===== config.mk =====
export PLATFORM = sky130hd
export DESIGN_NAME = timer16_ctrl
export DESIGN_NICKNAME = d
export VERILOG_FILES = /design/src/logic/timer16_pkg.sv /design/src/logic/chan_unit.sv /design/src/logic/timer16_ctrl.sv
export SDC_FILE = /design/constraint.sdc
export NUM_CORES = 1
export LEC_CHECK = 0
export BUFFER_PORTS_ARGS = -buffer_cell sky130_fd_sc_hd__buf_2
export CAP_MARGIN = 30
export CORE_MARGIN = 3
export CORE_UTILIZATION = 45
export DETAILED_ROUTE_END_ITERATION = 7
export GPL_ROUTABILITY_DRIVEN = 0
export GPL_TIMING_DRIVEN = 0
export HOLD_SLACK_MARGIN = 0.05
export PLACE_DENSITY_LB_ADDON = 0.3
export SYNTH_ARGS = -nofsm -noshare
export SYNTH_HDL_FRONTEND = slang
export SYNTH_SLANG_ARGS = --single-unit

===== constraint.sdc =====
create_clock -name pclk -period 5.2 [get_ports pclk]
set_input_delay 0 -clock pclk [delete_from_list [all_inputs] [get_ports pclk]]
set_output_delay 0 -clock pclk [all_outputs]
set_load 0.1 [all_outputs]

===== src/logic/timer16_pkg.sv =====
// Constants, field layout and types shared by the timer files.
//
// Overview of operation
// Channel events set their sticky status flags.
// Flags clear only by writing zero.
// Terminal count sets flag in free/modulo.
// Prescaler divides tick by 1/8/32/128.
// Mode 00 suspends the counter.
// Mode 01 counts 0 to FFFF, wraps.
// Mode 10 counts 0 to channel 0 value.
// Mode 11 counts up then down repeatedly.
// Channel mask bit 6 gates interrupt request.
// Codes 000/001/010 set, clear, toggle output.
// Code 011 sets on match up, clears later.
// Code 100 clears on match up, sets later.
// Channel 1 codes 101/110 use both values.
// Software avoids unused compare codes.
// Control bit 2 selects capture or compare.
// Edge field: none, rising, falling, both.
// Software writes zero to reserved bit 7.
// Channel 0 value is two bytes, reset zero.
// Low byte waits until high byte written.
// Capture edge copies counter into value.
// Up/down compare: channel 0 flags at zero.
// Reset: all off, interrupt masks set.
package timer16_pkg;
  localparam int          ADDR_W      = 10;
  // Register indices; the byte address is four times the index.
  localparam logic [7:0]  IDX_CH0_LO  = 8'hDA;
  localparam logic [7:0]  IDX_CH0_HI  = 8'hDB;
  localparam logic [7:0]  IDX_CH1_LO  = 8'hDC;
  localparam logic [7:0]  IDX_CH1_HI  = 8'hDD;
  localparam logic [7:0]  IDX_STATUS  = 8'hE4;
  localparam logic [7:0]  IDX_CTL0    = 8'hE5;
  localparam logic [7:0]  IDX_CTL1    = 8'hE6;
  localparam logic [7:0]  IDX_COUNT   = 8'hF0;
  // Status register fields.
  localparam int          ST_FLAG_LSB = 4;
  localparam int          ST_DIV_LSB  = 2;
  localparam int          ST_MODE_LSB = 0;
  // Channel control fields.
  localparam int          CT_MASK     = 6;
  localparam int          CT_CMP_LSB  = 3;
  localparam int          CT_ROLE     = 2;
  localparam int          CT_EDGE_LSB = 0;
  localparam logic [7:0]  CTL_RESET   = 8'h40;
  localparam logic [15:0] VAL_RESET   = 16'h0000;
  // Counting modes.
  localparam logic [1:0]  MODE_STOP   = 2'h0;
  localparam logic [1:0]  MODE_FREE   = 2'h1;
  localparam logic [1:0]  MODE_MOD    = 2'h2;
  localparam logic [1:0]  MODE_UPDN   = 2'h3;
  // Prescaler terminal counts for divide by 1, 8, 32 and 128.
  localparam logic [6:0]  PRE_1       = 7'h00;
  localparam logic [6:0]  PRE_8       = 7'h07;
  localparam logic [6:0]  PRE_32      = 7'h1F;
  localparam logic [6:0]  PRE_128     = 7'h7F;
  // Compare actions.
  localparam logic [2:0]  CMP_SET     = 3'h0;
  localparam logic [2:0]  CMP_CLR     = 3'h1;
  localparam logic [2:0]  CMP_TGL     = 3'h2;
  localparam logic [2:0]  CMP_SET_UP  = 3'h3;
  localparam logic [2:0]  CMP_CLR_UP  = 3'h4;
  localparam logic [2:0]  CMP_PER_CLR = 3'h5;
  localparam logic [2:0]  CMP_PER_SET = 3'h6;
  // Capture edge selections.
  localparam logic [1:0]  EDGE_NONE   = 2'h0;
  localparam logic [1:0]  EDGE_RISE   = 2'h1;
  localparam logic [1:0]  EDGE_FALL   = 2'h2;
  localparam logic [1:0]  EDGE_ANY    = 2'h3;
  localparam logic [15:0] CNT_MAX     = 16'hFFFF;
  localparam logic [15:0] CNT_ZERO    = 16'h0000;

  typedef enum logic {DIR_UP, DIR_DOWN} dir_e;
endpackage


===== src/logic/chan_unit.sv =====
// One capture/compare channel: pin sampling, value register and output action.
`timescale 1ns/1ps
module chan_unit #(
  parameter bit IS_CH1 = 1'b0
) (
  input  wire logic        pclk,
  input  wire logic        presetn,
  input  wire logic [7:0]  ctl,
  input  wire logic        wr_lo,
  input  wire logic        wr_hi,
  input  wire logic [7:0]  wdata,
  input  wire logic [15:0] cnt,
  input  wire logic        upd,
  input  wire logic        run,
  input  wire logic        updown,
  input  wire logic        down,
  input  wire logic [15:0] period,
  input  wire logic        pin_in,
  output logic      [15:0] value,
  output logic             evt,
  output logic             pin_out,
  output logic             pin_oe_n
);
  typedef struct packed {
    logic        s0;
    logic        s1;
    logic        prev;
    logic [7:0]  lo_buf;
    logic [15:0] val;
    logic [15:0] act;
    logic        out;
    logic        oe_n;
    logic        evt;
  } chan_s;

  chan_s s_r;
  chan_s s_nxt;
  logic  rise;
  logic  fall;
  logic  hit;
  logic  m;
  logic  z;
  logic  mp;
  logic  [2:0] cmp;

  // Pin sampling, capture, buffered value writes and compare actions.
  always_comb begin
    s_nxt      = s_r;
    s_nxt.s0   = pin_in;
    s_nxt.s1   = s_r.s0;
    s_nxt.prev = s_r.s1;
    s_nxt.evt  = 1'b0;
    cmp  = ctl[timer16_pkg::CT_CMP_LSB +: 3];
    rise = s_r.s1 & ~s_r.prev;
    fall = ~s_r.s1 & s_r.prev;
    m    = upd && (cnt == s_r.act);
    z    = upd && (cnt == timer16_pkg::CNT_ZERO);
    mp   = upd && (cnt == period);
    s_nxt.oe_n = ~ctl[timer16_pkg::CT_ROLE];
    case (ctl[timer16_pkg::CT_EDGE_LSB +: 2])
      timer16_pkg::EDGE_RISE: hit = rise;
      timer16_pkg::EDGE_FALL: hit = fall;
      timer16_pkg::EDGE_ANY:  hit = rise | fall;
      default:                hit = 1'b0;
    endcase
    if (!ctl[timer16_pkg::CT_ROLE]) begin
      if (hit && run) begin
        s_nxt.val = cnt;
        s_nxt.evt = 1'b1;
      end
    end else begin
      // Codes past toggle pick up a new value only at zero, keeping PWM glitch-free.
      if (z && cmp >= timer16_pkg::CMP_SET_UP) begin
        s_nxt.act = s_r.val;
      end
      case (cmp)
        timer16_pkg::CMP_SET: if (m) s_nxt.out = 1'b1;
        timer16_pkg::CMP_CLR: if (m) s_nxt.out = 1'b0;
        timer16_pkg::CMP_TGL: if (m) s_nxt.out = ~s_r.out;
        timer16_pkg::CMP_SET_UP: begin
          if (m) s_nxt.out = ~(updown & down);
          else if (z && !updown) s_nxt.out = 1'b0;
        end
        timer16_pkg::CMP_CLR_UP: begin
          if (m) s_nxt.out = updown & down;
          else if (z && !updown) s_nxt.out = 1'b1;
        end
        timer16_pkg::CMP_PER_CLR: begin
          if (IS_CH1 && m) s_nxt.out = 1'b1;
          else if (IS_CH1 && mp) s_nxt.out = 1'b0;
        end
        timer16_pkg::CMP_PER_SET: begin
          if (IS_CH1 && m) s_nxt.out = 1'b0;
          else if (IS_CH1 && mp) s_nxt.out = 1'b1;
        end
        default: s_nxt.out = s_r.out;
      endcase
      s_nxt.evt = (!IS_CH1 && updown) ? z : m;
    end
    if (wr_lo) begin
      s_nxt.lo_buf = wdata;
    end
    if (wr_hi) begin
      s_nxt.val = {wdata, s_r.lo_buf};
      if (cmp < timer16_pkg::CMP_SET_UP) begin
        s_nxt.act = {wdata, s_r.lo_buf};
      end
    end
  end

  // State register; outputs come straight from it.
  always_ff @(posedge pclk or negedge presetn) begin
    if (!presetn) begin
      s_r      <= '0;
      s_r.oe_n <= 1'b1;
    end else begin
      s_r <= s_nxt;
    end
  end

  assign value    = s_r.val;
  assign evt      = s_r.evt;
  assign pin_out  = s_r.out;
  assign pin_oe_n = s_r.oe_n;
endmodule


===== src/logic/timer16_ctrl.sv =====
// Timer control, status, prescaler, counter and channel 0/1 set-up behind APB.
//
// Implementation choice: register access over APB.
`timescale 1ns/1ps
module timer16_ctrl (
  input  wire logic                           pclk,
  input  wire logic                           presetn,
  input  wire logic                           psel,
  input  wire logic                           penable,
  input  wire logic                           pwrite,
  input  wire logic [timer16_pkg::ADDR_W-1:0] paddr,
  input  wire logic [31:0]                    pwdata,
  input  wire logic [3:0]                     pstrb,
  output logic      [31:0]                    prdata,
  output logic                                pready,
  output logic                                pslverr,
  input  wire logic                           chan2_event,
  input  wire logic [1:0]                     chan_pin_in,
  output logic      [1:0]                     chan_pin_out,
  output logic      [1:0]                     chan_pin_oe_n,
  output logic      [1:0]                     chan_irq,
  output logic                                terminal_count_flag,
  output logic                                chan2_flag
);
  // ==========================================================
  // State
  // ==========================================================
  typedef struct packed {
    logic [6:0]        pre;
    logic [15:0]       cnt;
    timer16_pkg::dir_e dir;
    logic              upd;
    logic [3:0]        flags;
    logic [1:0]        div;
    logic [1:0]        mode;
    logic [7:0]        ctl0;
    logic [7:0]        ctl1;
    logic              pready;
    logic              pslverr;
    logic [31:0]       prdata;
    logic [1:0]        irq;
  } ctrl_s;

  ctrl_s       s_r;
  ctrl_s       s_nxt;
  logic [7:0]  idx;
  logic        hit;
  logic        we;
  logic        we_st;
  logic        tick;
  logic        ovf_set;
  logic [6:0]  pre_lim;
  logic [31:0] rd;
  logic [3:0]  set_v;
  logic [15:0] period;
  logic [15:0] val_w [2];
  logic [1:0]  evt_w;
  logic [1:0]  wr_lo;
  logic [1:0]  wr_hi;
  logic [7:0]  ctl_w [2];

  // ==========================================================
  // Bus decode
  // ==========================================================
  // A write lands on the edge at which pready is already high, so the
  // registers never see a half-finished transfer.
  always_comb begin
    idx = paddr[timer16_pkg::ADDR_W-1:2];
    case (idx)
      timer16_pkg::IDX_CH0_LO,
      timer16_pkg::IDX_CH0_HI,
      timer16_pkg::IDX_CH1_LO,
      timer16_pkg::IDX_CH1_HI,
      timer16_pkg::IDX_STATUS,
      timer16_pkg::IDX_CTL0,
      timer16_pkg::IDX_CTL1,
      timer16_pkg::IDX_COUNT: hit = (paddr[1:0] == 2'h0);
      default:                hit = 1'b0;
    endcase
    we       = psel && penable && s_r.pready && pwrite && pstrb[0] && hit;
    we_st    = we && (idx == timer16_pkg::IDX_STATUS);
    wr_lo[0] = we && (idx == timer16_pkg::IDX_CH0_LO);
    wr_hi[0] = we && (idx == timer16_pkg::IDX_CH0_HI);
    wr_lo[1] = we && (idx == timer16_pkg::IDX_CH1_LO);
    wr_hi[1] = we && (idx == timer16_pkg::IDX_CH1_HI);
  end

  // Read data; bits above the register width read as zero.
  always_comb begin
    rd = 32'h0000_0000;
    case (idx)
      timer16_pkg::IDX_CH0_LO: rd[7:0] = val_w[0][7:0];
      timer16_pkg::IDX_CH0_HI: rd[7:0] = val_w[0][15:8];
      timer16_pkg::IDX_CH1_LO: rd[7:0] = val_w[1][7:0];
      timer16_pkg::IDX_CH1_HI: rd[7:0] = val_w[1][15:8];
      timer16_pkg::IDX_STATUS: rd[7:0] = {s_r.flags, s_r.div, s_r.mode};
      timer16_pkg::IDX_CTL0:   rd[7:0] = s_r.ctl0;
      timer16_pkg::IDX_CTL1:   rd[7:0] = s_r.ctl1;
      timer16_pkg::IDX_COUNT:  rd[15:0] = s_r.cnt;
      default:                 rd = 32'h0000_0000;
    endcase
  end

  // ==========================================================
  // Prescaler
  // ==========================================================
  // The tick is pclk itself; the divider yields a one-cycle enable.
  always_comb begin
    case (s_r.div)
      2'h1:    pre_lim = timer16_pkg::PRE_8;
      2'h2:    pre_lim = timer16_pkg::PRE_32;
      2'h3:    pre_lim = timer16_pkg::PRE_128;
      default: pre_lim = timer16_pkg::PRE_1;
    endcase
    tick = (s_r.mode != timer16_pkg::MODE_STOP) && (s_r.pre >= pre_lim);
  end

  assign period = val_w[0];

  // ==========================================================
  // Counter, flags, configuration and bus answer
  // ==========================================================
  always_comb begin
    s_nxt     = s_r;
    s_nxt.upd = tick;
    ovf_set   = 1'b0;
    // Prescaler restarts from zero while suspended, so the first tick
    // after starting is a full divide period away.
    if (s_r.mode == timer16_pkg::MODE_STOP) begin
      s_nxt.pre = 7'h00;
    end else if (tick) begin
      s_nxt.pre = 7'h00;
    end else begin
      s_nxt.pre = s_r.pre + 7'h01;
    end
    if (tick) begin
      case (s_r.mode)
        timer16_pkg::MODE_FREE: begin
          s_nxt.dir = timer16_pkg::DIR_UP;
          s_nxt.cnt = s_r.cnt + 16'h0001;
          ovf_set   = (s_r.cnt == timer16_pkg::CNT_MAX);
        end
        timer16_pkg::MODE_MOD: begin
          s_nxt.dir = timer16_pkg::DIR_UP;
          // A period written below the count restarts at once.
          if (s_r.cnt >= period) begin
            s_nxt.cnt = timer16_pkg::CNT_ZERO;
            ovf_set   = 1'b1;
          end else begin
            s_nxt.cnt = s_r.cnt + 16'h0001;
          end
        end
        timer16_pkg::MODE_UPDN: begin
          if (s_r.dir == timer16_pkg::DIR_UP) begin
            if (s_r.cnt >= period && period != timer16_pkg::CNT_ZERO) begin
              s_nxt.dir = timer16_pkg::DIR_DOWN;
              s_nxt.cnt = s_r.cnt - 16'h0001;
            end else if (s_r.cnt < period) begin
              s_nxt.cnt = s_r.cnt + 16'h0001;
            end
          end else if (s_r.cnt == timer16_pkg::CNT_ZERO) begin
            s_nxt.dir = timer16_pkg::DIR_UP;
            if (period != timer16_pkg::CNT_ZERO) begin
              s_nxt.cnt = 16'h0001;
            end
          end else begin
            s_nxt.cnt = s_r.cnt - 16'h0001;
          end
        end
        default: s_nxt.cnt = s_r.cnt;
      endcase
    end
    // Hardware set beats a software clear in the same cycle.
    set_v = {chan2_event, evt_w[1], evt_w[0], ovf_set};
    if (we_st) begin
      s_nxt.flags = (s_r.flags & pwdata[7:4]) | set_v;
      s_nxt.div   = pwdata[timer16_pkg::ST_DIV_LSB +: 2];
      s_nxt.mode  = pwdata[timer16_pkg::ST_MODE_LSB +: 2];
    end else begin
      s_nxt.flags = s_r.flags | set_v;
    end
    if (we && idx == timer16_pkg::IDX_CTL0) begin
      s_nxt.ctl0 = pwdata[7:0];
    end
    if (we && idx == timer16_pkg::IDX_CTL1) begin
      s_nxt.ctl1 = pwdata[7:0];
    end
    // Request lines follow flag and mask, including a mask set late.
    s_nxt.irq[0] = s_r.flags[1] & s_r.ctl0[timer16_pkg::CT_MASK];
    s_nxt.irq[1] = s_r.flags[2] & s_r.ctl1[timer16_pkg::CT_MASK];
    // One wait state: pready rises in the second access cycle.
    s_nxt.pready  = psel && penable && !s_r.pready;
    s_nxt.pslverr = psel && penable && !s_r.pready && !hit;
    if (psel && penable && !s_r.pready) begin
      s_nxt.prdata = pwrite ? 32'h0000_0000 : rd;
    end
  end

  // Registers; everything off and both masks set after reset.
  always_ff @(posedge pclk or negedge presetn) begin
    if (!presetn) begin
      s_r      <= '0;
      s_r.ctl0 <= timer16_pkg::CTL_RESET;
      s_r.ctl1 <= timer16_pkg::CTL_RESET;
    end else begin
      s_r <= s_nxt;
    end
  end

  // ==========================================================
  // Channels
  // ==========================================================
  assign ctl_w[0] = s_r.ctl0;
  assign ctl_w[1] = s_r.ctl1;

  for (genvar g = 0; g < 2; g++) begin : g_chan
    chan_unit #(
      .IS_CH1 (g == 1)
    ) u_chan (
      .pclk     (pclk),
      .presetn  (presetn),
      .ctl      (ctl_w[g]),
      .wr_lo    (wr_lo[g]),
      .wr_hi    (wr_hi[g]),
      .wdata    (pwdata[7:0]),
      .cnt      (s_r.cnt),
      .upd      (s_r.upd),
      .run      (s_r.mode != timer16_pkg::MODE_STOP),
      .updown   (s_r.mode == timer16_pkg::MODE_UPDN),
      .down     (s_r.dir == timer16_pkg::DIR_DOWN),
      .period   (period),
      .pin_in   (chan_pin_in[g]),
      .value    (val_w[g]),
      .evt      (evt_w[g]),
      .pin_out  (chan_pin_out[g]),
      .pin_oe_n (chan_pin_oe_n[g])
    );
  end

  assign prdata              = s_r.prdata;
  assign pready              = s_r.pready;
  assign pslverr             = s_r.pslverr;
  assign chan_irq            = s_r.irq;
  assign terminal_count_flag = s_r.flags[0];
  assign chan2_flag          = s_r.flags[3];
endmodule


======== After elaboration in Yosys (flattened, before gate mapping) ========
Index checks and enable logic that the tools add are counted.
word-level totals
  bits in registers ....................... 177
  bits of input ports ..................... 54
  output and inout port bits .............. 42
  word-level logic and storage cells ...... 219
operators by class
  $add $sub $neg .......................... 3
  order comparisons ....................... 7
  eq/ne operators ......................... 50
  multiplexer cells ....................... 58
  bitwise logic cells ..................... 21
  reduce and logical (&&, ||, !) cells .... 49
operator list
  kind                                                                   number
  16-bit 2-to-1 mux                                                      14
  8-bit == test (second input constant)                                  8
  32-bit 2-to-1 mux                                                      2
  8-bit case mux with 8 select lines                                     1
  17-bit 2-to-1 mux                                                      3
  16-bit == test                                                         3
  16-bit case mux with 3 select lines                                    1
  1-bit 2-to-1 mux                                                       26
  1-bit logical AND                                                      25
  7-bit case mux with 3 select lines                                     1
  16-bit by 1-bit adder with 16-bit output (second input constant)       1
  16-bit == test (second input constant)                                 1
  2-bit == test (second input constant)                                  8
  16-bit greater-or-equal comparator                                     1
  16-bit logical NOT                                                     1
  16-bit < comparator                                                    1
  2-bit by 1-bit != test with 1-bit output (second input constant)       8
  16-bit nonzero test                                                    1
  16-bit by 1-bit subtractor with 16-bit output (second input constant)  1
  7-bit 2-to-1 mux                                                       2
  3-bit by 2-bit == test with 1-bit output (second input constant)       4
  3-bit == test (second input constant)                                  4
  3-bit by 2-bit != test with 1-bit output (second input constant)       4
  1-bit NOT                                                              9
  31 further kinds                                                       58

======== Logic depth before layout (Yosys ltp) ========
  word-level depth ........................ 9
  depth in mapped cells ................... 14
  gate-level depth less buffers ........... 10

======== Cells and area by module ========
From an unflattened synthesis, not the netlist that was laid out.
second synthesis, totals
  cell total of the unflattened synthesis .. 1041
  area, all modules ....................... 10104.7 µm²
by module, submodules not included
  module                         instances  cells each  area each (µm²)  sequential area each (µm²)
  timer16_ctrl                   1          540         4994.8           1729.2
  chan_unit at g_chan[1].u_chan  1          259         2642.5           1152.4
  chan_unit at g_chan[0].u_chan  1          242         2467.4           1152.4

======== Worst setup path after synthesis ========
OpenSTA, ideal clock, no wires.
  path type ............................... register -> register
  from .................................... register s_r[62] (netlist name)
  to ...................................... register s_r[66] (netlist name)
  library setup time ...................... 0.139 ns
  arrival ................................. 3.203 ns
  required time ........................... 5.061 ns
  slack ................................... 1.859 ns
  cell stages (with the launch flop) ...... 13
  path buffers ............................ 3
  clock period less this slack ............ 3.341 ns
  cells stage by stage .................... dfrtp_1 clkbuf_1 inv_1 ha_1 or3b_4 or4_4 buf_6 or4_4 o2111ai_2 or2_1 buf_4 nor4_1 or4b_1
on the way
  longest elaborated chain between the ends .. 5
  elaborated cells on any way between the ends .. 15
  classes of those cells .................. add/sub (2); order compare (2); eq/ne (2); mux (6); reduce/logical (3)
ends and longest elaborated chain
  item                                                                                                   line                                      source
  start, declared                                                                                        timer16_ctrl.sv:44                        ctrl_s s_r;
  start signal, assigned                                                                                 timer16_ctrl.sv:206                       s_r <= s_nxt;
  16-bit by 1-bit adder with 16-bit output / 16-bit greater-or-equal comparator (equally long branches)  n/a
  16-bit 2-to-1 mux / 1-bit logical AND (equally long branches)                                          timer16_ctrl.sv:158, timer16_ctrl.sv:155
  16-bit 2-to-1 mux                                                                                      timer16_ctrl.sv:155                       if (s_r.cnt >= period && period != timer16_pkg::CNT_ZERO) begin
  17-bit 2-to-1 mux                                                                                      timer16_ctrl.sv:154                       if (s_r.dir == timer16_pkg::DIR_UP) begin
  16-bit case mux with 3 select lines                                                                    timer16_ctrl.sv:137                       case (s_r.mode)
Several ways; a longest one is shown, not always the timed one. The select of a mux whose other input is x is not followed.
A chain may end at the register's enable or synchronous reset.

======== Final worst setup path ========
Same ends and word-level chain as after synthesis.

==> run_results.csv <==
group,metric,value,unit
final_layout,layout-drive-gt1-share,0.168,
synthesis,yosysWarningCount,0,
clocking,cts_tree,"yes",
status,status,"finished clean",
pwr,peakVddDrop,0.216,mV
timing,layout_worst_path_cycle_share,0.821,
placement,port_buffers,41,
timing,slew_viol_final,0,
timing,grt_setup_unrepaired,"false",
timing,worst_pin_slew,1060,ps
clocking,cts_sinks,161,
routing,routedWlPerCell,21.8,µm
routing,dr.pass1.iters,6,
routing,via_per_inst,6.08,
clocking,clockBufferDepth,2,
floorplan,pin_count,96,
clocking,post-cts-setup-buffer-count,0,
global_route,grt_use_total,0.259,
global_route,grt_pass1_wl,46700,µm
worst_hold_path,hp-class,"primary input to asynchronous set/reset pin",
floorplan,fp.dieW,152,µm
synthesis,post-synth-top-count-cell,"dfrtp_1",
final_layout,nFillCells,1828,
final_layout,final_net_count,1200,
synthesis,syn_area,9640,µm²
clocking,clk_latency,440,ps
placement,place_inst,1347,
routing,ant_nets,0,
synthesis,synthCells,1016,
final_layout,instances_no_fill,1393,
clocking,clk_pin_slew_worst_paths,70,ps
floorplan,dieArea,23200,µm²
synthesis,netlist_top_cells_area,"dfrtp_1 (41%), mux2i_1 (6.0%), a21oi_1 (5.2%)",
timing,hold_viol,0,
placement,place_ws,1080,ps
pwr,cellLeakagePower,5.17,nW
pwr,finalPower,0.00271,W
routing,drcViolationCount,0,
timing,fin_tns_setup,0,ps
global_route,overflow,0,
synthesis,yosys.area.top_type,"dfrtp_1",
synthesis,synth_edf_count,0,
synthesis,ys_seq_area_frac,0.418,
synthesis,synth_top_area_share,0.407,
clocking,htree_num_levels,4,
critical_path,crit_path_end_kind,"register",
synthesis,synth_commonest_cells,"dfrtp_1 (157), nor2_1 (119), a21oi_1 (101)",
placement,dp_hpwl,21400,µm
job,cap_violations,0,
pwr,power_density,245,nW/µm²
timing,slew-limit-headroom,0.289,
timing,clock.fmax,234,MHz
global_route,grt_pass1_vias,8223,
synthesis,ys_ff_latch,161,
global_route,antenna_found_initial,0,
routing,routed_wl,30400,µm
critical_path,cp-startpoint,"s_r[62]$_DFFE_PN0P_",
critical_path,cp.required,5510,ps
synthesis,synthArstFlopShare,1.00,
clocking,cts_made_buffers,17,
clocking,clockRootBuffer,"clkbuf_16",
critical_path,start_kind,"register",
critical_path,cp.arrival,4580,ps
critical_path,timing.rr.start,"s_r[62]$_DFFE_PN0P_",
timing,setup_viol,0,
timing,finClkSkew,12.5,ps
final_layout,insertedDiodeCount,0,
critical_path,critical_path_class,"register to register",
clocking,cts_resized,0,
floorplan,row_count,52,
floorplan,start_util,0.467,
timing,min_period,4270,ps
clocking,holdBufCountCts,14,
global_route,grt_max_degree,87,
routing,routed-via-count,8472,
floorplan,die_y,152,µm
routing,initialDrtViolationCount,1236,
synthesis,yosysUniqueCellTypes,72,
synthesis,synth_ff_type,"dfrtp_1",
final_layout,syn_to_final_growth,14.7,%
synthesis,postSynthAreaPerCell,9.49,µm²
floorplan,core-area,20600,µm²
timing,fin_ws,931,ps
critical_path,critPathMaxFanout,10,
## per-stage QoR
stage | hold WS [ps] | cell area, µm² | utilization
2_1_floorplan | -296 | 9700 | -
3_3_place_gp | 107 | 10200 | 0.497
3_5_place_dp | 23.9 | 10300 | 0.500
4_1_cts | 143 | 11100 | 0.536
5_1_grt | 189 | 11100 | 0.536
6_report | 115 | 11100 | 0.536
## worst max-delay path: stages (launching register included)
cell and delay, ps:
dfrtp_1 350, clkbuf_1 570, inv_1 250, ha_1 340, and4_1 230, nor4bb_1 160
a2111oi_0 540, a31o_2 280, clkbuf_1 450, mux2i_1 300, o22ai_1 100, or4b_1 560
## routing by layer
layer,GRT usage,vias to the layer above,routed length (µm)
met5,0,-,0
met4,0.102,0,1080
met3,0.0733,100,3280
met2,0.399,500,13400
met1,0.348,4085,12700
li1,-,3787,-
## path summary, 6_finish.rpt
kind	to	slack (ps)	depth (start not counted)
worst max register to register	s_r[66]$_DFFE_PN0P_	930	11
min in group pclk	pslverr$_DFF_PN0_	140	5
worst max-delay path	s_r[66]$_DFFE_PN0P_	930	11
worst min-delay path	g_chan[1].u_chan.value[1]$_DFFE_PN0P_	110	2
max in group asynchronous	g_chan[0].u_chan.pin_oe_n$_DFF_PN1_	4220	3
worst min register to register	g_chan[0].u_chan.s_nxt[43]$_DFF_PN0_	360	0
## sequential cells by signal (all words and copies together), names as in the netlist, 2 cells and up
name	count
g_chan.u_chan.pin_out	2
g_chan.u_chan.evt	2
s_r	31
g_chan.u_chan.s_nxt	4
g_chan.u_chan.value	32
prdata	16
ctl_w	16
g_chan.u_chan.pin_oe_n	2
g_chan.u_chan.s_r	50
chan_irq	2
## cell usage in the layout, fill, tap and decap left out, types with 4 or more instances in the layout
master,n
a21o_1,14
a21oi_1,101
a221o_1,4
a221oi_1,9
a22o_1,22
a22oi_1,17
a31oi_1,13
and2_1,7
and3_1,9
buf_1,8
buf_2,42
buf_4,43
buf_6,6
clkbuf_1,49
clkbuf_16,17
clkbuf_2,8
conb_1,16
dfrtp_1,157
dfstp_2,4
dlygate4sd3_1,14
ha_1,35
inv_1,46
mux2_2,40
mux2i_1,58
nand2_1,35
nand2b_1,7
nand3_1,18
nand4_1,13
nor2_1,119
nor3_1,19
nor4_1,14
o211ai_1,4
o21ai_0,17
o22ai_1,6
or3_1,11
or4_1,4
xnor2_1,31
xor2_1,9
## where the power goes
part / internal (W) / switching, W
Combinational: 0.0000310 / 0.000114
Sequential: 0.00126 / 0.00000163
Clock: 0.000742 / 0.000565
Total: 0.00203 / 0.000681
## layout make-up
| type | instances | area, µm² | share of cell area |
|---|---|---|---|
| well taps | 270 | 338 | 0.0305 |
| plain buffers | 111 | 622 | 0.0562 |
| clock inverters | 12 | 146 | 0.0132 |
| flip-flops and latches | 161 | 4030 | 0.365 |
| inverters | 46 | 173 | 0.0156 |
| clock buffers | 19 | 453 | 0.0409 |
| repair buffers | 61 | 415 | 0.0376 |
| multi-input cells | 713 | 4880 | 0.441 |
## cell families after synthesis
logic type / after synthesis / share of synthesized area
other: 1 / 0.000389
and+or+nand+nor: 284 / 0.147
adders and majority gates: 35 / 0.0454
muxes: 98 / 0.107
DFF: 161 / 0.418
buffers and inverters: 157 / 0.0824
AOI/OAI and AO/OA: 240 / 0.163
xor gates and xnor gates: 40 / 0.0363
Power figures use the tool's default switching activity.
